===== src/rxwb_pkg.sv =====
package rxwb_pkg;

    // Register offsets (byte addresses)
    localparam logic [7:0] RXWB_CTRL_OFS = 8'h00;
    localparam logic [7:0] RXWB_STATE_OFS = 8'h04;
    localparam logic [7:0] RXWB_IRQ_STAT_OFS = 8'h08;
    localparam logic [7:0] RXWB_IRQ_CLR_OFS = 8'h0C;
    localparam logic [7:0] RXWB_IRQ_EN_OFS = 8'h10;
    localparam logic [7:0] RXWB_LAST_EXT_OFS = 8'h14;
    localparam logic [7:0] RXWB_FRAME_CNT_OFS = 8'h18;

    // Control register fields
    localparam int RXWB_CTRL_COE_BIT = 10;
    localparam logic [31:0] RXWB_CTRL_RESET = 32'h0000_0000;

    // Interrupt bits
    localparam int RXWB_IRQ_W = 4;
    localparam int RXWB_IRQ_DONE = 0;
    localparam int RXWB_IRQ_PAY_ERR = 1;
    localparam int RXWB_IRQ_HDR_ERR = 2;
    localparam int RXWB_IRQ_PTP_RSV = 3;

    // Descriptor word indexes
    localparam logic [2:0] RXWB_DESC_W0 = 3'h0;
    localparam logic [2:0] RXWB_DESC_W4 = 3'h4;
    localparam logic [2:0] RXWB_DESC_W6 = 3'h6;
    localparam logic [2:0] RXWB_DESC_W7 = 3'h7;

    // Word 0 fields
    localparam int RXWB_W0_OWN_BIT = 31;
    localparam int RXWB_W0_LAST_BIT = 8;

    // Extended status word fields
    localparam int RXWB_EXT_MSG_LSB = 8;
    localparam int RXWB_EXT_IPV6_BIT = 7;
    localparam int RXWB_EXT_IPV4_BIT = 6;
    localparam int RXWB_EXT_BYP_BIT = 5;
    localparam int RXWB_EXT_PAY_BIT = 4;
    localparam int RXWB_EXT_HDR_BIT = 3;
    localparam int RXWB_EXT_PROTO_LSB = 0;

    // Message type codes written to the descriptor
    localparam logic [3:0] RXWB_MSG_NONE = 4'h0;
    localparam logic [3:0] RXWB_MSG_SYNC = 4'h1;
    localparam logic [3:0] RXWB_MSG_FOLLOW_UP = 4'h2;
    localparam logic [3:0] RXWB_MSG_DELAY_REQ = 4'h3;
    localparam logic [3:0] RXWB_MSG_DELAY_RESP = 4'h4;
    localparam logic [3:0] RXWB_MSG_PDELAY_REQ = 4'h5;
    localparam logic [3:0] RXWB_MSG_PDELAY_RESP = 4'h6;
    localparam logic [3:0] RXWB_MSG_PDELAY_FUP = 4'h7;
    localparam logic [3:0] RXWB_MSG_ANNOUNCE = 4'h8;
    localparam logic [3:0] RXWB_MSG_MANAGEMENT = 4'h9;
    localparam logic [3:0] RXWB_MSG_SIGNALING = 4'hA;
    localparam logic [3:0] RXWB_MSG_RESERVED = 4'hF;

    // Raw PTP messageType values from the wire
    localparam logic [3:0] RXWB_RAW_SYNC = 4'h0;
    localparam logic [3:0] RXWB_RAW_DELAY_REQ = 4'h1;
    localparam logic [3:0] RXWB_RAW_PDELAY_REQ = 4'h2;
    localparam logic [3:0] RXWB_RAW_PDELAY_RESP = 4'h3;
    localparam logic [3:0] RXWB_RAW_FOLLOW_UP = 4'h8;
    localparam logic [3:0] RXWB_RAW_DELAY_RESP = 4'h9;
    localparam logic [3:0] RXWB_RAW_PDELAY_FUP = 4'hA;
    localparam logic [3:0] RXWB_RAW_ANNOUNCE = 4'hB;
    localparam logic [3:0] RXWB_RAW_SIGNALING = 4'hC;
    localparam logic [3:0] RXWB_RAW_MANAGEMENT = 4'hD;

    // Payload protocol codes
    typedef enum logic [2:0] {
        RXWB_PROTO_UNKNOWN = 3'h0,
        RXWB_PROTO_UDP = 3'h1,
        RXWB_PROTO_TCP = 3'h2,
        RXWB_PROTO_ICMP = 3'h3
    } rxwb_proto_t;

    // Per-frame parse result from the receive checksum engine and PTP parser
    typedef struct packed {
        logic ptp_present;
        logic [3:0] ptp_raw_type;
        logic is_ipv4;
        logic is_ipv6;
        logic coe_bypassed;
        logic payload_csum_bad;
        logic length_mismatch;
        logic hdr_csum_bad;
        logic version_mismatch;
        logic fragmented;
        rxwb_proto_t proto;
    } rxwb_frame_info_t;

    // Descriptor write toward host memory
    typedef struct packed {
        logic [31:0] addr;
        logic [31:0] data;
    } rxwb_mem_wr_t;

    // Writeback sequencer states, Gray from IDLE through W4, W6 and W7 to W0
    typedef enum logic [2:0] {
        RXWB_ST_IDLE = 3'b000,
        RXWB_ST_W4 = 3'b001,
        RXWB_ST_W6 = 3'b011,
        RXWB_ST_W7 = 3'b010,
        RXWB_ST_W0 = 3'b110
    } rxwb_state_t;

endpackage


===== src/rxwb_ext_encode.sv =====
`timescale 1ns/1ns
module rxwb_ext_encode
    import rxwb_pkg::*;
(
    // Frame result and control
    input wire rxwb_frame_info_t info_i,
    input wire logic coe_enable_i,
    // Encoded extended status word
    output logic [31:0] ext_word_o,
    output logic ptp_rsv_o
);
    logic [3:0] msg;
    logic [2:0] proto;

    always_comb begin
        msg = RXWB_MSG_RESERVED;
        if (!info_i.ptp_present) begin
            msg = RXWB_MSG_NONE;
        end else begin
            case (info_i.ptp_raw_type)
                RXWB_RAW_SYNC: msg = RXWB_MSG_SYNC;
                RXWB_RAW_FOLLOW_UP: msg = RXWB_MSG_FOLLOW_UP;
                RXWB_RAW_DELAY_REQ: msg = RXWB_MSG_DELAY_REQ;
                RXWB_RAW_DELAY_RESP: msg = RXWB_MSG_DELAY_RESP;
                RXWB_RAW_PDELAY_REQ: msg = RXWB_MSG_PDELAY_REQ;
                RXWB_RAW_PDELAY_RESP: msg = RXWB_MSG_PDELAY_RESP;
                RXWB_RAW_PDELAY_FUP: msg = RXWB_MSG_PDELAY_FUP;
                RXWB_RAW_ANNOUNCE: msg = RXWB_MSG_ANNOUNCE;
                RXWB_RAW_MANAGEMENT: msg = RXWB_MSG_MANAGEMENT;
                RXWB_RAW_SIGNALING: msg = RXWB_MSG_SIGNALING;
                default: msg = RXWB_MSG_RESERVED;
            endcase
        end
    end

    always_comb begin
        proto = info_i.proto;
        if (info_i.hdr_csum_bad || info_i.version_mismatch || info_i.fragmented) begin
            proto = RXWB_PROTO_UNKNOWN;
        end
    end

    always_comb begin
        ext_word_o = 32'h0000_0000;
        ext_word_o[RXWB_EXT_MSG_LSB +: 4] = msg;
        ext_word_o[RXWB_EXT_IPV6_BIT] = coe_enable_i && info_i.is_ipv6;
        ext_word_o[RXWB_EXT_IPV4_BIT] = coe_enable_i && info_i.is_ipv4;
        ext_word_o[RXWB_EXT_BYP_BIT] = info_i.coe_bypassed;
        ext_word_o[RXWB_EXT_PAY_BIT] = info_i.payload_csum_bad || info_i.length_mismatch;
        ext_word_o[RXWB_EXT_HDR_BIT] = info_i.hdr_csum_bad || info_i.version_mismatch;
        ext_word_o[RXWB_EXT_PROTO_LSB +: 3] = proto;
    end

    assign ptp_rsv_o = (msg == RXWB_MSG_RESERVED);

endmodule // rxwb_ext_encode


===== src/rxwb_top.sv =====
`timescale 1ns/1ns
// Overview of operation
// - PTP message types coded one to ten
// - Zero without PTP, all ones reserved
// - IPv6 flag only with offload enabled
// - IPv4 flag only with offload enabled
// - Flag set when checksum engine bypassed
// - Payload error on checksum mismatch
// - Payload error on length mismatch
// - Payload error meaningful only with IP flag
// - Header error on checksum or version mismatch
// - Three-bit payload protocol code
// - Protocol forced zero on skipped payload
// - Timestamp low half into word six
// - Timestamp high half into word seven
// - Timestamp only in last descriptor
module rxwb_top
    import rxwb_pkg::*;
#(
    parameter int ADDR_W = 8,
    parameter int CNT_W = 16
) (
    // Clock and reset
    input wire logic mclk_i,
    input wire logic reset_i,
    // Register port
    input wire logic [ADDR_W-1:0] reg_addr_i,
    input wire logic [31:0] reg_wdata_i,
    input wire logic reg_wr_i,
    input wire logic reg_rd_i,
    output logic [31:0] reg_rdata_o,
    // Frame result from checksum engine and PTP parser
    input wire logic info_valid_i,
    input wire rxwb_frame_info_t info_i,
    input wire logic ts_valid_i,
    input wire logic [63:0] ts_i,
    // Descriptor close request from the DMA
    input wire logic close_valid_i,
    input wire logic [31:0] close_base_i,
    input wire logic [31:0] close_word0_i,
    input wire logic close_last_i,
    output logic close_ready_o,
    // Descriptor write port toward host memory
    output logic mem_wr_valid_o,
    output rxwb_mem_wr_t mem_wr_o,
    input wire logic mem_wr_ready_i,
    // Interrupt
    output logic irq_o
);
    rxwb_state_t state_q;
    rxwb_state_t state_d;
    rxwb_frame_info_t info_q;
    logic [63:0] ts_q;
    logic [31:0] base_q;
    logic [31:0] word0_q;
    logic last_q;
    logic [31:0] ctrl_q;
    logic [RXWB_IRQ_W-1:0] irq_stat_q;
    logic [RXWB_IRQ_W-1:0] irq_en_q;
    logic [31:0] last_ext_q;
    logic [CNT_W-1:0] frame_cnt_q;
    logic [31:0] ext_word;
    logic ptp_rsv;
    logic coe_enable;
    logic accept_close;
    logic wr_done;
    logic [2:0] word_idx;
    logic [31:0] word_data;
    logic [31:0] base_sel;
    logic [31:0] word0_sel;
    logic last_sel;
    logic [RXWB_IRQ_W-1:0] irq_set;
    logic [RXWB_IRQ_W-1:0] irq_clr;
    logic [31:0] rdata_d;
    logic [ADDR_W-1:0] a_ctrl;
    logic [ADDR_W-1:0] a_state;
    logic [ADDR_W-1:0] a_irq_stat;
    logic [ADDR_W-1:0] a_irq_clr;
    logic [ADDR_W-1:0] a_irq_en;
    logic [ADDR_W-1:0] a_last_ext;
    logic [ADDR_W-1:0] a_frame_cnt;

    assign a_ctrl = ADDR_W'(RXWB_CTRL_OFS);
    assign a_state = ADDR_W'(RXWB_STATE_OFS);
    assign a_irq_stat = ADDR_W'(RXWB_IRQ_STAT_OFS);
    assign a_irq_clr = ADDR_W'(RXWB_IRQ_CLR_OFS);
    assign a_irq_en = ADDR_W'(RXWB_IRQ_EN_OFS);
    assign a_last_ext = ADDR_W'(RXWB_LAST_EXT_OFS);
    assign a_frame_cnt = ADDR_W'(RXWB_FRAME_CNT_OFS);

    assign coe_enable = ctrl_q[RXWB_CTRL_COE_BIT];

    // Extended status encoder
    rxwb_ext_encode u_encode (
        .info_i(info_q),
        .coe_enable_i(coe_enable),
        .ext_word_o(ext_word),
        .ptp_rsv_o(ptp_rsv)
    );

    // Handshakes
    assign close_ready_o = (state_q == RXWB_ST_IDLE);
    assign accept_close = close_valid_i && close_ready_o;
    assign wr_done = mem_wr_valid_o && mem_wr_ready_i;

    // Latch the latest frame result
    always_ff @(posedge mclk_i or posedge reset_i) begin
        if (reset_i) begin
            info_q <= '0;
        end else if (info_valid_i) begin
            info_q <= info_i;
        end
    end

    // Latch the captured timestamp
    always_ff @(posedge mclk_i or posedge reset_i) begin
        if (reset_i) begin
            ts_q <= 64'h0000_0000_0000_0000;
        end else if (ts_valid_i) begin
            ts_q <= ts_i;
        end
    end

    // Latch the descriptor being closed
    always_ff @(posedge mclk_i or posedge reset_i) begin
        if (reset_i) begin
            base_q <= 32'h0000_0000;
            word0_q <= 32'h0000_0000;
            last_q <= 1'b0;
        end else if (accept_close) begin
            base_q <= close_base_i;
            word0_q <= close_word0_i;
            last_q <= close_last_i;
        end
    end

    // Writeback sequencer
    always_comb begin
        state_d = state_q;
        case (state_q)
            RXWB_ST_IDLE: begin
                if (accept_close) begin
                    state_d = close_last_i ? RXWB_ST_W4 : RXWB_ST_W0;
                end
            end
            RXWB_ST_W4: begin
                if (wr_done) begin
                    state_d = RXWB_ST_W6;
                end
            end
            RXWB_ST_W6: begin
                if (wr_done) begin
                    state_d = RXWB_ST_W7;
                end
            end
            RXWB_ST_W7: begin
                if (wr_done) begin
                    state_d = RXWB_ST_W0;
                end
            end
            RXWB_ST_W0: begin
                if (wr_done) begin
                    state_d = RXWB_ST_IDLE;
                end
            end
            default: state_d = RXWB_ST_IDLE;
        endcase
    end

    always_ff @(posedge mclk_i or posedge reset_i) begin
        if (reset_i) begin
            state_q <= RXWB_ST_IDLE;
        end else begin
            state_q <= state_d;
        end
    end

    // Descriptor context, straight from the request on the accepting edge
    assign base_sel = accept_close ? close_base_i : base_q;
    assign word0_sel = accept_close ? close_word0_i : word0_q;
    assign last_sel = accept_close ? close_last_i : last_q;

    // Word selection for the state being entered
    always_comb begin
        word_idx = RXWB_DESC_W0;
        word_data = word0_sel;
        case (state_d)
            RXWB_ST_W4: begin
                word_idx = RXWB_DESC_W4;
                word_data = ext_word;
            end
            RXWB_ST_W6: begin
                word_idx = RXWB_DESC_W6;
                word_data = ts_q[31:0];
            end
            RXWB_ST_W7: begin
                word_idx = RXWB_DESC_W7;
                word_data = ts_q[63:32];
            end
            RXWB_ST_W0: begin
                word_idx = RXWB_DESC_W0;
                word_data = word0_sel;
                word_data[RXWB_W0_OWN_BIT] = 1'b0;
                word_data[RXWB_W0_LAST_BIT] = last_sel;
            end
            default: begin
                word_idx = RXWB_DESC_W0;
                word_data = word0_sel;
            end
        endcase
    end

    // Memory write request register
    always_ff @(posedge mclk_i or posedge reset_i) begin
        if (reset_i) begin
            mem_wr_valid_o <= 1'b0;
            mem_wr_o <= '0;
        end else if (state_d != RXWB_ST_IDLE && (state_d != state_q || !mem_wr_valid_o)) begin
            // Address and data load together with valid, then hold
            mem_wr_valid_o <= 1'b1;
            mem_wr_o.addr <= base_sel + {27'h0, word_idx, 2'b00};
            mem_wr_o.data <= word_data;
        end else if (wr_done) begin
            mem_wr_valid_o <= 1'b0;
        end
    end

    // Control register
    always_ff @(posedge mclk_i or posedge reset_i) begin
        if (reset_i) begin
            ctrl_q <= RXWB_CTRL_RESET;
        end else if (reg_wr_i && reg_addr_i == a_ctrl) begin
            ctrl_q <= 32'h0000_0000;
            ctrl_q[RXWB_CTRL_COE_BIT] <= reg_wdata_i[RXWB_CTRL_COE_BIT];
        end
    end

    // Last extended status and frame counter
    always_ff @(posedge mclk_i or posedge reset_i) begin
        if (reset_i) begin
            last_ext_q <= 32'h0000_0000;
            frame_cnt_q <= '0;
        end else if (state_q == RXWB_ST_W4 && wr_done) begin
            last_ext_q <= ext_word;
            frame_cnt_q <= frame_cnt_q + 1'b1;
        end
    end

    // Interrupt events
    always_comb begin
        irq_set = '0;
        if (state_q == RXWB_ST_W0 && wr_done && last_q) begin
            irq_set[RXWB_IRQ_DONE] = 1'b1;
        end
        if (state_q == RXWB_ST_W4 && wr_done) begin
            irq_set[RXWB_IRQ_PAY_ERR] = ext_word[RXWB_EXT_PAY_BIT]
                && (ext_word[RXWB_EXT_IPV4_BIT] || ext_word[RXWB_EXT_IPV6_BIT]);
            irq_set[RXWB_IRQ_HDR_ERR] = ext_word[RXWB_EXT_HDR_BIT]
                && (ext_word[RXWB_EXT_IPV4_BIT] || ext_word[RXWB_EXT_IPV6_BIT]);
            irq_set[RXWB_IRQ_PTP_RSV] = ptp_rsv;
        end
    end

    assign irq_clr = (reg_wr_i && reg_addr_i == a_irq_clr) ?
        reg_wdata_i[RXWB_IRQ_W-1:0] : '0;

    // Sticky status, set wins over clear
    always_ff @(posedge mclk_i or posedge reset_i) begin
        if (reset_i) begin
            irq_stat_q <= '0;
        end else begin
            irq_stat_q <= (irq_stat_q & ~irq_clr) | irq_set;
        end
    end

    always_ff @(posedge mclk_i or posedge reset_i) begin
        if (reset_i) begin
            irq_en_q <= '0;
        end else if (reg_wr_i && reg_addr_i == a_irq_en) begin
            irq_en_q <= reg_wdata_i[RXWB_IRQ_W-1:0];
        end
    end

    assign irq_o = |(irq_stat_q & irq_en_q);

    // Read decode
    always_comb begin
        rdata_d = 32'h0000_0000;
        if (reg_addr_i == a_ctrl) begin
            rdata_d = ctrl_q;
        end else if (reg_addr_i == a_state) begin
            rdata_d[2:0] = state_q;
        end else if (reg_addr_i == a_irq_stat) begin
            rdata_d[RXWB_IRQ_W-1:0] = irq_stat_q;
        end else if (reg_addr_i == a_irq_en) begin
            rdata_d[RXWB_IRQ_W-1:0] = irq_en_q;
        end else if (reg_addr_i == a_last_ext) begin
            rdata_d = last_ext_q;
        end else if (reg_addr_i == a_frame_cnt) begin
            rdata_d[CNT_W-1:0] = frame_cnt_q;
        end
    end

    always_ff @(posedge mclk_i or posedge reset_i) begin
        if (reset_i) begin
            reg_rdata_o <= 32'h0000_0000;
        end else if (reg_rd_i) begin
            reg_rdata_o <= rdata_d;
        end else begin
            reg_rdata_o <= 32'h0000_0000;
        end
    end

endmodule // rxwb_top


===== config.mk =====
export PLATFORM = sky130hd
export DESIGN_NAME = rxwb_top
export DESIGN_NICKNAME = d
export VERILOG_FILES = /design/src/rxwb_pkg.sv /design/src/rxwb_ext_encode.sv /design/src/rxwb_top.sv
export SDC_FILE = /design/constraint.sdc
export NUM_CORES = 1
export LEC_CHECK = 0
export BUFFER_PORTS_ARGS = -buffer_cell sky130_fd_sc_hd__buf_2
export CORE_MARGIN = 10
export CORE_UTILIZATION = 55
export CTS_BUF_LIST = sky130_fd_sc_hd__clkbuf_8
export DETAILED_ROUTE_END_ITERATION = 12
export GPL_TIMING_DRIVEN = 0
export PLACE_DENSITY_LB_ADDON = 0.1
export SETUP_SLACK_MARGIN = 0.02
export SYNTH_ARGS = -nofsm -noshare
export SYNTH_HDL_FRONTEND = slang
export SYNTH_HIERARCHICAL = 1
export SYNTH_SLANG_ARGS = --single-unit

===== constraint.sdc =====
create_clock -name mclk_i -period 19.9 [get_ports mclk_i]
set_input_delay 1.99 -clock mclk_i [delete_from_list [all_inputs] [get_ports mclk_i]]
set_output_delay 1.99 -clock mclk_i [all_outputs]
set_load 0.02 [all_outputs]

==> metrics.yaml, run 1 <==
synth:
  synth_edf_count: 0
  async_flop_share_pct: 100
  yosys_warnings: 6
  synth_ff_type: "dfrtp_1"
  avgSynthCellArea_um2: 11.1
  yosysSeqAreaShare_pct: 55.3
  synth_cells: 1227
  ys_seq_elements: 300
  synthDistinctLibCells: 71
  mappedNetlistArea_mm2: 0.0136
timing:
  setup_violations: 0
  fmax_ghz: 0.197
  period_minus_slack_ps: 5090
  setup_tns_ps: 0
  report.final.slew_viol_count: 0
  relSlewSlack_pct: 27.6
  hold_viol: 0
  period_share_pct: 25.6
  tightest_slew_ps: 1080
  finClkSkew_ps: 15.5
  rsz0062_at_grt: "false"
clock_tree:
  cts_buffers: 49
  htree_levels: 2
  cts_tree: "yes"
  cts-root-buf: "clkbuf_8"
  clock_path_buffers: 3
  worstSkewPairLatency_ps: 570
  cts.sinks: 300
  cts_hold_buf: 0
  cts_resized: 0
  clkTransAtPathRegs_ps: 50
  post-cts-setup-buffer-count: 0
worst_hold_path:
  hp-class: "reg2reg"
route:
  first_pass_iters: 6
  vias: 10700
  drt-vias-per-instance: 5.59
  final_antenna_net_count: 0
  drc: 0
  wl_per_cell_um: 21.8
  finalWirelength_um: 41700
  drtIter0Drc: 1050
setup_path:
  crit_fanout: 10
  start_kind: "input port"
  worstPathRequired_ps: 20340
  end_kind: "flop"
  crit_type: "in2reg"
  critPathArrivalTime_ps: 5530
power:
  ir_worst_vdd_mv: 0.0802
  power.leakage_nw: 8.03
  p_per_area_mw_per_mm2: 148
  power_w: 0.00242
floorplanning:
  die_y_um: 177
  die_w_um: 177
  start_util_pct: 55.8
  rows: 57
  core_area_mm2: 0.0243
  boundaryPins: 292
  die_area_mm2: 0.0314
grt:
  overflow: 0
  antenna_found_initial: 7
  grt_pass1_vias: 11100
  grtUsageTotal_pct: 26.0
  grt_max_degree: 120
  grt_pass1_wl_um: 63400
finish:
  fin_cells: 1916
  area_growth_pct: 20.4
  fin_nets: 1758
  fillers: 1988
  drive_gt1_share_pct: 34.0
outcome:
  status: "finished, final reports clean"
flow_run:
  drv_cap: 0
placed_design:
  place.gp.congestion: 0.920
  portBuffers: 258
  hpwl_um: 30900
  placed_cells: 1830
==> cells in the final DEF (no fill, tap or decap), drive strengths merged, types with 15 or more instances in the layout <==
cell,n
buf,301
dfrtp,300
nand2,212
mux2,161
clkbuf,109
nor2,96
a21oi,62
nand3,42
inv,35
and3,32
xnor2,30
a222oi,30
conb,20
nand4,19
a22oi,15
o21ai,15
==> power breakdown <==
| group | switching (W) | internal (W) |
|---|---|---|
| registers | 0.000105 | 0.000798 |
| logic | 0.000631 | 0.000368 |
| clock network | 0.000245 | 0.000273 |
| total | 0.000981 | 0.00144 |
==> registers in the layout (all words and copies together) (netlist names), 3 cells and up <==
name,count
info_q,16
word0_q,30
base_q,32
irq_stat_q,4
irq_en_q,4
mem_wr_o,64
ts_q,64
last_ext_q,32
frame_cnt_q,16
state_q,3
reg_rdata_o,32
==> final timing paths <==
kind / start / to / slack (ps) / cells past startpoint
max in group asynchronous: reset_i / ts_q[47] / 17450 / 3
hold / removal: base_q[1] / base_q[1] / 460 / 2
hold reg to reg: base_q[1] / base_q[1] / 460 / 2
min in group asynchronous: reset_i / mem_wr_o[35] / 1470 / 2
setup reg to reg: state_q[0] / mem_wr_o[57] / 15740 / 13
setup / recovery: close_valid_i / mem_wr_o[57] / 14810 / 13
==> layer usage <==
layer | GRT usage (%) | part of all wire, %
met1 | 33.5 | 42
met2 | 41.6 | 47
met3 | 7.25 | 8.4
met4 | 8.30 | 2.6
met5 | 0 | 0.12
==> kinds of logic after synthesis <==
| family | count (synthesis) | synth area share, % |
|---|---|---|
| AND/OR/NAND/NOR | 442 | 14.8 |
| adder cells (fa/ha/maj) | 9 | 0.866 |
| flip-flops | 300 | 55.3 |
| buffers and inverters | 107 | 3.95 |
| AO/OA/AOI/OAI | 158 | 8.36 |
| multiplexers | 167 | 13.9 |
| XOR/XNOR | 43 | 2.77 |
| other | 1 | 0.0276 |
==> cell usage after synthesis, types with 3 or more instances <==
master	number	share of area, %
a21o_1	4	0.22
a21oi_1	62	2.3
a222oi_1	30	2.2
a22o_1	4	0.26
a22oi_1	15	0.83
a31oi_1	3	0.14
and2_1	5	0.23
and3_1	32	1.5
and4_1	4	0.26
buf_1	4	0.11
buf_2	9	0.33
buf_4	23	1.3
buf_6	5	0.41
clkbuf_1	52	1.4
dfrtp_1	300	55
ha_1	7	0.65
inv_1	14	0.39
mux2_2	161	13
mux2i_1	5	0.37
nand2_1	212	5.9
nand3_1	42	1.5
nand4_1	19	0.88
nor2_1	95	2.6
nor2b_1	7	0.32
nor3_1	4	0.15
o21ai_0	13	0.48
xnor2_1	30	1.9
xor2_1	13	0.84
==> final cells by class <==
cell class	count	area, um2	share of cell area (%)
Clock inverter	26	144	0.880
Antenna cell	3	7.51	0.0459
Timing Repair Buffer	260	1350	8.24
Inverter	14	60.1	0.367
Clock buffer	57	785	4.80
Multi-Input combinational cell	839	5610	34.3
Tap cell	324	405	2.48
Buffer	93	484	2.96
Sequential cell	300	7510	45.9
==> through the flow <==
step	setup WS (ps)	hold slack, ps	util, %	area [um2]
finish	14810	461	67.2	16300
global route	14620	490	67.2	16300
CTS	14850	468	67.2	16300
detailed placement	14250	454	63.4	15400
global placement	6240	451	63.1	15300
floorplan	9620	436	-	13600
==> worst max-delay path: stages <==
cell	delay, ps
buf_2	120
nor4b_4	570
nand2_1	200
nand2_1	360
clkbuf_1	510
inv_1	140
a21oi_1	170
ha_1	220
a21oi_1	170
a211oi_2	480
nand3_1	170
xnor2_1	160
mux2_2	260
Note: power is estimated with default switching activity, not from simulation.
==> run 2: changes to the inputs <==
--- a/config.mk
+++ b/config.mk
@@ -5,6 +5,7 @@
 export SDC_FILE = /design/constraint.sdc
 export NUM_CORES = 1
 export LEC_CHECK = 0
+export ABC_AREA = 1
 export BUFFER_PORTS_ARGS = -buffer_cell sky130_fd_sc_hd__buf_2
 export CORE_MARGIN = 10
 export CORE_UTILIZATION = 55
==> constraint.sdc (replaced) <==
create_clock -name mclk_i -period 4.8 [get_ports mclk_i]
set_input_delay 0.48 -clock mclk_i [delete_from_list [all_inputs] [get_ports mclk_i]]
set_output_delay 0.48 -clock mclk_i [all_outputs]
set_load 0.02 [all_outputs]
==> run 2 against run 1 <==
Against the previous run:
- power increased to 4.6 times the previous value
- final area grew 7.2%
- setup slack worse by 14000 ps
- via count rose by 23%
- register-to-register slack lost 15000 ps
- critical path depth increased by 7
- wire length up 11%
- sequential cell count did not move
- sequential power rose to 4.1 times the previous value
- critical path type is now reg2reg
- largest cell class unchanged
==> metrics.yaml, run 2 <==
timing:
  hold_viol: 0  # unchanged
  period_share_pct: 77.5
  fmax_ghz: 0.269
  relSlewSlack_pct: 38.9  # +11 points
  period_minus_slack_ps: 3720
  setup_tns_ps: 0  # unchanged
  tightest_slew_ps: 914  # -162 ps
  report.final.slew_viol_count: 0  # unchanged
  finClkSkew_ps: 16.1  # +0.568 ps
  rsz0062_at_grt: "false"
  setup_violations: 0  # unchanged
floorplanning:
  core_area_mm2: 0.0261  # +7.5%
  die_y_um: 183  # +3.4%
  boundaryPins: 292  # unchanged
  rows: 59  # +3.5%
  die_area_mm2: 0.0336  # +7.0%
  start_util_pct: 56.1  # +0.23 points
  die_w_um: 183  # +3.4%
finish:
  seq_area_mm2: 0.00751  # unchanged
  fin_area_mm2: 0.0175  # +7.2%
  final_common_cell: "nand2_1"
  mostFrequentLayoutCells: "nand2_1, dfrtp_1, buf_2, nor2_1, nand3_1"
  fin_nets: 2284  # +30%
  drive_gt1_share_pct: 24.9  # -9.2 points
  multi_input_area_mm2: 0.00620  # +11%
  largestRegisters: "mem_wr_o x64, ts_q x64"
  utilization_pct: 67.0  # -0.16 points
  area_growth_pct: 19.6
  fillers: 2291  # +15%
worst_hold_path:
  hp-class: "in2async"
synth:
  synth_area_leaders: "dfrtp_1, nand2_1, mux2_2"
  synth_edf_count: 0  # unchanged
  synth_ff_type: "dfrtp_1"
  ys_seq_elements: 300  # unchanged
  synth_cells: 1747  # +42%
  synthTopCellsByCount: "nand2_1, dfrtp_1, nor2_1"
  synth_top_cell_by_area: "dfrtp_1"
  async_flop_share_pct: 100  # unchanged
  mappedNetlistArea_mm2: 0.0147  # +7.9%
  yosys_warnings: 6  # unchanged
  synthDistinctLibCells: 38  # -46%
  avgSynthCellArea_um2: 8.39  # -24%
  yosysTopAreaCellShare_pct: 51.2  # -4.1 points
  yosysSeqAreaShare_pct: 51.2  # -4.1 points
  synth.most_common_cell: "nand2_1"
setup_path:
  path_cells: "nor2_2 -> nand3_2 -> inv_2 -> nand2_1 -> nand2_2 -> inv_2 -> nand3_2 -> nand2_1 -> buf_2 -> inv_1 -> ha_1 -> a21oi_1 -> nor2_2 -> nand3_1 -> nor2_4 -> nand2_1 -> nand2_1 -> nand2_1 -> nand2_1 -> nand2_1"
  cpMostUsedCell: "nand2_1"
  critPathArrivalTime_ps: 4190  # -1340 ps
  start_kind: "flop"
  cpLargestDelayFamily: "simple AND/OR/NAND/NOR gates"
  crit_fanout: 10  # unchanged
  end_kind: "flop"
  worstPathRequired_ps: 5270  # -15070 ps
  cp_num_buf_inv: 4  # +1
  slowest_stage: "dfrtp_1"
  crit_type: "reg2reg"
  slowest_delay_ps: 500  # -70 ps
placed_design:
  dpl_cell_area_mm2: 0.0166  # +7.6%
  place.gp.congestion: 0.968  # +5.2%
  hpwl_um: 36100  # +17%
  portBuffers: 259  # +0.39%
clock_tree:
  cts-root-buf: "clkbuf_8"
  cts_tree: "yes"
  htree_levels: 2  # unchanged
  cts.sinks: 300  # unchanged
  clkTransAtPathRegs_ps: 60  # about the same
  cts_resized: 0  # unchanged
  cts_hold_buf: 0  # unchanged
  cts_buffers: 49  # unchanged
  clock_path_buffers: 3  # unchanged
  post-cts-setup-buffer-count: 0  # unchanged
  worstSkewPairLatency_ps: 580  # about the same
grt:
  grtUsageTotal_pct: 27.1  # +1.1 points
  grt_pass1_wl_um: 71600  # +13%
  antenna_found_initial: 5  # -2
  overflow: 0  # unchanged
  grt_pass1_vias: 13200  # +19%
  grt_max_degree: 44  # -63%
route:
  first_pass_iters: 5  # -1
  drc: 0  # unchanged
  wl_per_cell_um: 18.8  # -14%
  finalWirelength_um: 46100  # +11%
  drt-vias-per-instance: 5.34  # -4.3%
  vias: 13100  # +23%
  final_antenna_net_count: 0  # unchanged
  drtIter0Drc: 1179  # +12%
power:
  power.leakage_nw: 9.22  # +15%
  ir_worst_vdd_mv: 0.492  # +510%
  p_per_area_mw_per_mm2: 638  # +330%
flow_run:
  drv_cap: 0  # unchanged
outcome:
  status: "finished, final reports clean"
==> run 2: through the flow <==
step	total power [W]	worst slack [ps]	std cells	hold slack, ps
after floorplan	0.00725	333	1766	434
after global placement	0.00887	-1440	2360	445
after detailed placement	0.00899	984	2367	455
after CTS	0.0112	1130	2451	73.4
after global routing	0.0120	772	2451	90.0
final	0.0112	1080	2454	82.7
==> run 2: final timing paths <==
kind                                      from              end  slack [ps]  cells after the start
worst max-delay path                state_q[0]     mem_wr_o[60]        1080                     20
worst min-delay path                   reset_i  frame_cnt_q[10]          80                      2
worst max register to register      state_q[0]     mem_wr_o[60]        1080                     20
worst min register to register  last_ext_q[27]   last_ext_q[27]         470                      2
max in group asynchronous              reset_i         ts_q[21]        3460                      5
min in group mclk_i             mem_wr_ready_i   mem_wr_valid_o          90                      2
==> run 2: logic make-up after synthesis <==
family	Yosys count	share of synthesized area, %
AND/OR/NAND/NOR	1040	30.9
flip-flops	300	51.2
buffers and inverters	222	6.93
multiplexers	80	6.15
AO/OA/AOI/OAI	71	2.49
XOR/XNOR	25	1.49
adder cells (fa/ha/maj)	8	0.734
other	1	0.0256
==> run 2: area by class of cell <==
type,count,share of cell area [%]
Antenna cell,3,0.0428
Buffer,108,3.35
Clock buffer,59,4.63
Clock inverter,25,0.678
Inverter,114,2.46
Multi-Input combinational cell,1244,35.4
Sequential cell,300,42.8
Tap cell,335,2.39
Timing Repair Buffer,266,8.20
==> run 2: routing by layer <==
layer | wire [um] | GRT usage (%)
met4 | 1620 | 10.0
met2 | 21300 | 42.9
met1 | 19700 | 34.7
met5 | 19 | 0
met3 | 3550 | 7.63
==> run 2: power breakdown <==
| part | total [W] | switching (W) | internal (W) | leakage, nW |
|---|---|---|---|---|
| Sequential | 0.00374 | 0.000415 | 0.00333 | 3.71 |
| Combinational | 0.00528 | 0.00364 | 0.00164 | 4.96 |
| Clock | 0.00215 | 0.00104 | 0.00111 | 0.553 |
==> run 3: changes to the inputs <==
--- a/config.mk
+++ b/config.mk
@@ -5,10 +5,10 @@
 export SDC_FILE = /design/constraint.sdc
 export NUM_CORES = 1
 export LEC_CHECK = 0
-export ABC_AREA = 1
+export ABC_AREA = 0
 export BUFFER_PORTS_ARGS = -buffer_cell sky130_fd_sc_hd__buf_2
 export CORE_MARGIN = 10
-export CORE_UTILIZATION = 55
+export CORE_UTILIZATION = 51
 export CTS_BUF_LIST = sky130_fd_sc_hd__clkbuf_8
 export DETAILED_ROUTE_END_ITERATION = 12
 export GPL_TIMING_DRIVEN = 0
==> constraint.sdc (replaced) <==
create_clock -name mclk_i -period 3.19 [get_ports mclk_i]
set_input_delay 0.319 -clock mclk_i [delete_from_list [all_inputs] [get_ports mclk_i]]
set_output_delay 0.319 -clock mclk_i [all_outputs]
set_load 0.02 [all_outputs]
==> run 3 against run 2 <==
Against the previous run:
- die area is essentially flat
- register-to-register slack lost 970 ps
- final area rose by 2.1%
- via count is 13% lower
- utilization up 1.4 points
- final cell count down 16%
- global-route usage fell by 0.94 points
- clock skew up 5.4 ps
- hold slack got worse by 61 ps
- critical path type is now in2reg
- largest cell class unchanged
- highest routed layer is now met4
==> metrics.yaml, run 3 (same netlist as run 1, synthesis figures left out) <==
floorplanning:
  die_area_mm2: 0.0335  # about the same
  start_util_pct: 52.0  # -4.1 points
  die_w_um: 183  # about the same
  core_area_mm2: 0.0261  # unchanged
  die_y_um: 183  # about the same
  boundaryPins: 292  # unchanged
  rows: 59  # unchanged
setup_path:
  crit_type: "in2reg"
  cpLargestDelayFamily: "compound AO/OA/AOI/OAI gates"
  critPathArrivalTime_ps: 3590  # -600 ps
  slowest_stage: "dlygate4sd3_1"
  end_kind: "flop"
  path_cells: "dlygate4sd3_1 -> buf_2 -> and2_2 -> o21ai_0 -> a221oi_4 -> buf_6 -> a21oi_1 -> ha_2 -> a21oi_4 -> a211oi_4 -> nand3_1 -> xnor2_1 -> mux2_2"
  slowest_delay_ps: 540  # +40 ps
  worstPathRequired_ps: 3650  # -1620 ps
  crit_fanout: 10  # unchanged
  start_kind: "input port"
  cp_num_buf_inv: 3  # -1
power:
  power.leakage_nw: 8.66  # -6.2%
  p_switching_w: 0.00640  # +26%
  pwr-share-comb_pct: 41.7  # -5.5 points
  swShare_pct: 40.1  # -5.5 points
  pwr-share-seq_pct: 35.5  # +2.0 points
  clockPowerShare_pct: 22.8  # +3.5 points
  p_per_area_mw_per_mm2: 891  # +40%
  ir_worst_vdd_mv: 0.545  # +11%
  p_int_w: 0.00955  # +57%
timing:
  finClkSkew_ps: 21.4  # +5.38 ps
  hold_viol: 0  # unchanged
  report.final.slew_viol_count: 0  # unchanged
  fmax_ghz: 0.320
  relSlewSlack_pct: 23.4  # -16 points
  setup_violations: 0  # unchanged
  period_minus_slack_ps: 3130
  tightest_slew_ps: 1140  # +225 ps
  period_share_pct: 98.0
placed_design:
  place.gp.congestion: 0.930  # -3.9%
  portBuffers: 258  # -0.39%
  hpwl_um: 31400  # -13%
  dpl_cell_area_mm2: 0.0155  # -6.5%
  placed_cells: 1846  # -22%
route:
  final_antenna_net_count: 0  # unchanged
  drc: 0  # unchanged
  wl_per_cell_um: 21.7  # +16%
  drt-vias-per-instance: 5.54  # +3.7%
  drtIter0Drc: 977  # -17%
  vias: 11400  # -13%
  finalWirelength_um: 44700  # -3.2%
  first_pass_iters: 6  # +1
worst_hold_path:
  hp-class: "in2reg"
clock_tree:
  clkTransAtPathRegs_ps: 70  # about the same
  cts_buffers: 50  # +2.0%
  worstSkewPairLatency_ps: 580  # about the same
  cts-root-buf: "clkbuf_8"
  clock_path_buffers: 3  # unchanged
  cts_tree: "yes"
  cts.sinks: 300  # unchanged
  htree_levels: 2  # unchanged
finish:
  utilization_pct: 68.5  # +1.4 points
  fin_area_mm2: 0.0179  # +2.1%
  fin_cells: 2056  # -16%
  final_common_cell: "dfrtp_1"
  mostFrequentLayoutCells: "dfrtp_1, buf_2, nand2_1, mux2_2, dlygate4sd3_1"
  seq_area_mm2: 0.00751  # about the same
  area_growth_pct: 31.8
  drive_gt1_share_pct: 34.3  # +9.5 points
  multi_input_area_mm2: 0.00568  # -8.5%
  largestRegisters: "mem_wr_o x64, ts_q x64"
  fillers: 2076  # -9.4%
  fin_nets: 1880  # -18%
outcome:
  status: "finished, final reports clean"
grt:
  grtUsageTotal_pct: 26.1  # -0.94 points
  overflow: 0  # unchanged
  grt_max_degree: 43  # -2.3%
  antenna_found_initial: 1  # -4
  grt_pass1_vias: 11900  # -9.8%
  grt_pass1_wl_um: 68600  # -4.2%
flow_run:
  drv_cap: 0  # unchanged
[run 3: cell types whose count changed in the layout (fill, tap and decap cells not counted), sizes merged, moves of 26 or more]
cell         before  now
clkbuf           92  121
nand2           594  212
nand3           144   42
a222oi            0   30
nand4            89   19
nor2            181   96
dlygate4sd3       0  112
buf             341  315
a21oi            27   62
and3              0   32
inv             133   22
mux2             80  161
[run 3: final timing paths]
| kind | from | endpoint | slack [ps] | cells past startpoint |
|---|---|---|---|---|
| max in group asynchronous | reset_i | ts_q[19] | 1510 | 6 |
| min in group asynchronous | reset_i | mem_wr_o[32] | 460 | 3 |
| worst max register to register | mem_wr_valid_o | mem_wr_o[57] | 110 | 11 |
| worst min register to register | word0_q[10] | word0_q[10] | 470 | 2 |
| worst max-delay path | mem_wr_ready_i | mem_wr_o[57] | 60 | 13 |
| worst min-delay path | ts_i[40] | ts_q[40] | 20 | 2 |
[run 3: stage by stage]
| stage | hold WS (ps) | total power, W | setup TNS [ps] | worst slack, ps |
|---|---|---|---|---|
| CTS | 1.80 | 0.0158 | 0 | 26.0 |
| global placement | 451 | 0.0118 | -912690 | -2970 |
| global route | 0.509 | 0.0168 | -5.64 | -5.64 |
| floorplan | 427 | 0.00974 | -334820 | -1120 |
| finish | 21.8 | 0.0159 | 0 | 63.2 |
| detailed placement | 458 | 0.0119 | -27440 | -1070 |
[run 3: routing by layer]
metal / global-route usage [%] / vias to the layer above / part of all wire, %
met5: 0 / - / 0
met1: 34.1 / 5671 / 42
met2: 43.3 / 476 / 49
met4: 6.59 / 0 / 1.8
li1: - / 5181 / -
met3: 5.79 / 63 / 7.5
[run 3: timing repair]
item	in CTS	in global routing
setup buffers	4	7
endpoints found under the setup margin	61	44
resized for setup	18	10
pin swaps	2	3
hold buffers	112	0
endpoints found under the hold margin	140	0
[run 3: layout make-up]
| type | count | share of cell area [%] |
|---|---|---|
| Sequential cell | 300 | 42.0 |
| Multi-Input combinational cell | 839 | 31.7 |
| Timing Repair Buffer | 388 | 14.8 |
| Clock buffer | 74 | 5.69 |
| Buffer | 86 | 2.66 |
| Tap cell | 335 | 2.34 |
| Clock inverter | 17 | 0.461 |
| Inverter | 14 | 0.336 |
| Antenna cell | 3 | 0.0420 |
[run 3: power by group through the flow]
stage	clock [W]	combinational [W]	sequential (W)
global placement	0	0.00611	0.00566
detailed placement	0	0.00626	0.00568
floorplan	0	0.00371	0.00604
finish	0.00364	0.00665	0.00566
CTS	0.00370	0.00651	0.00563
global route	0.00385	0.00721	0.00577
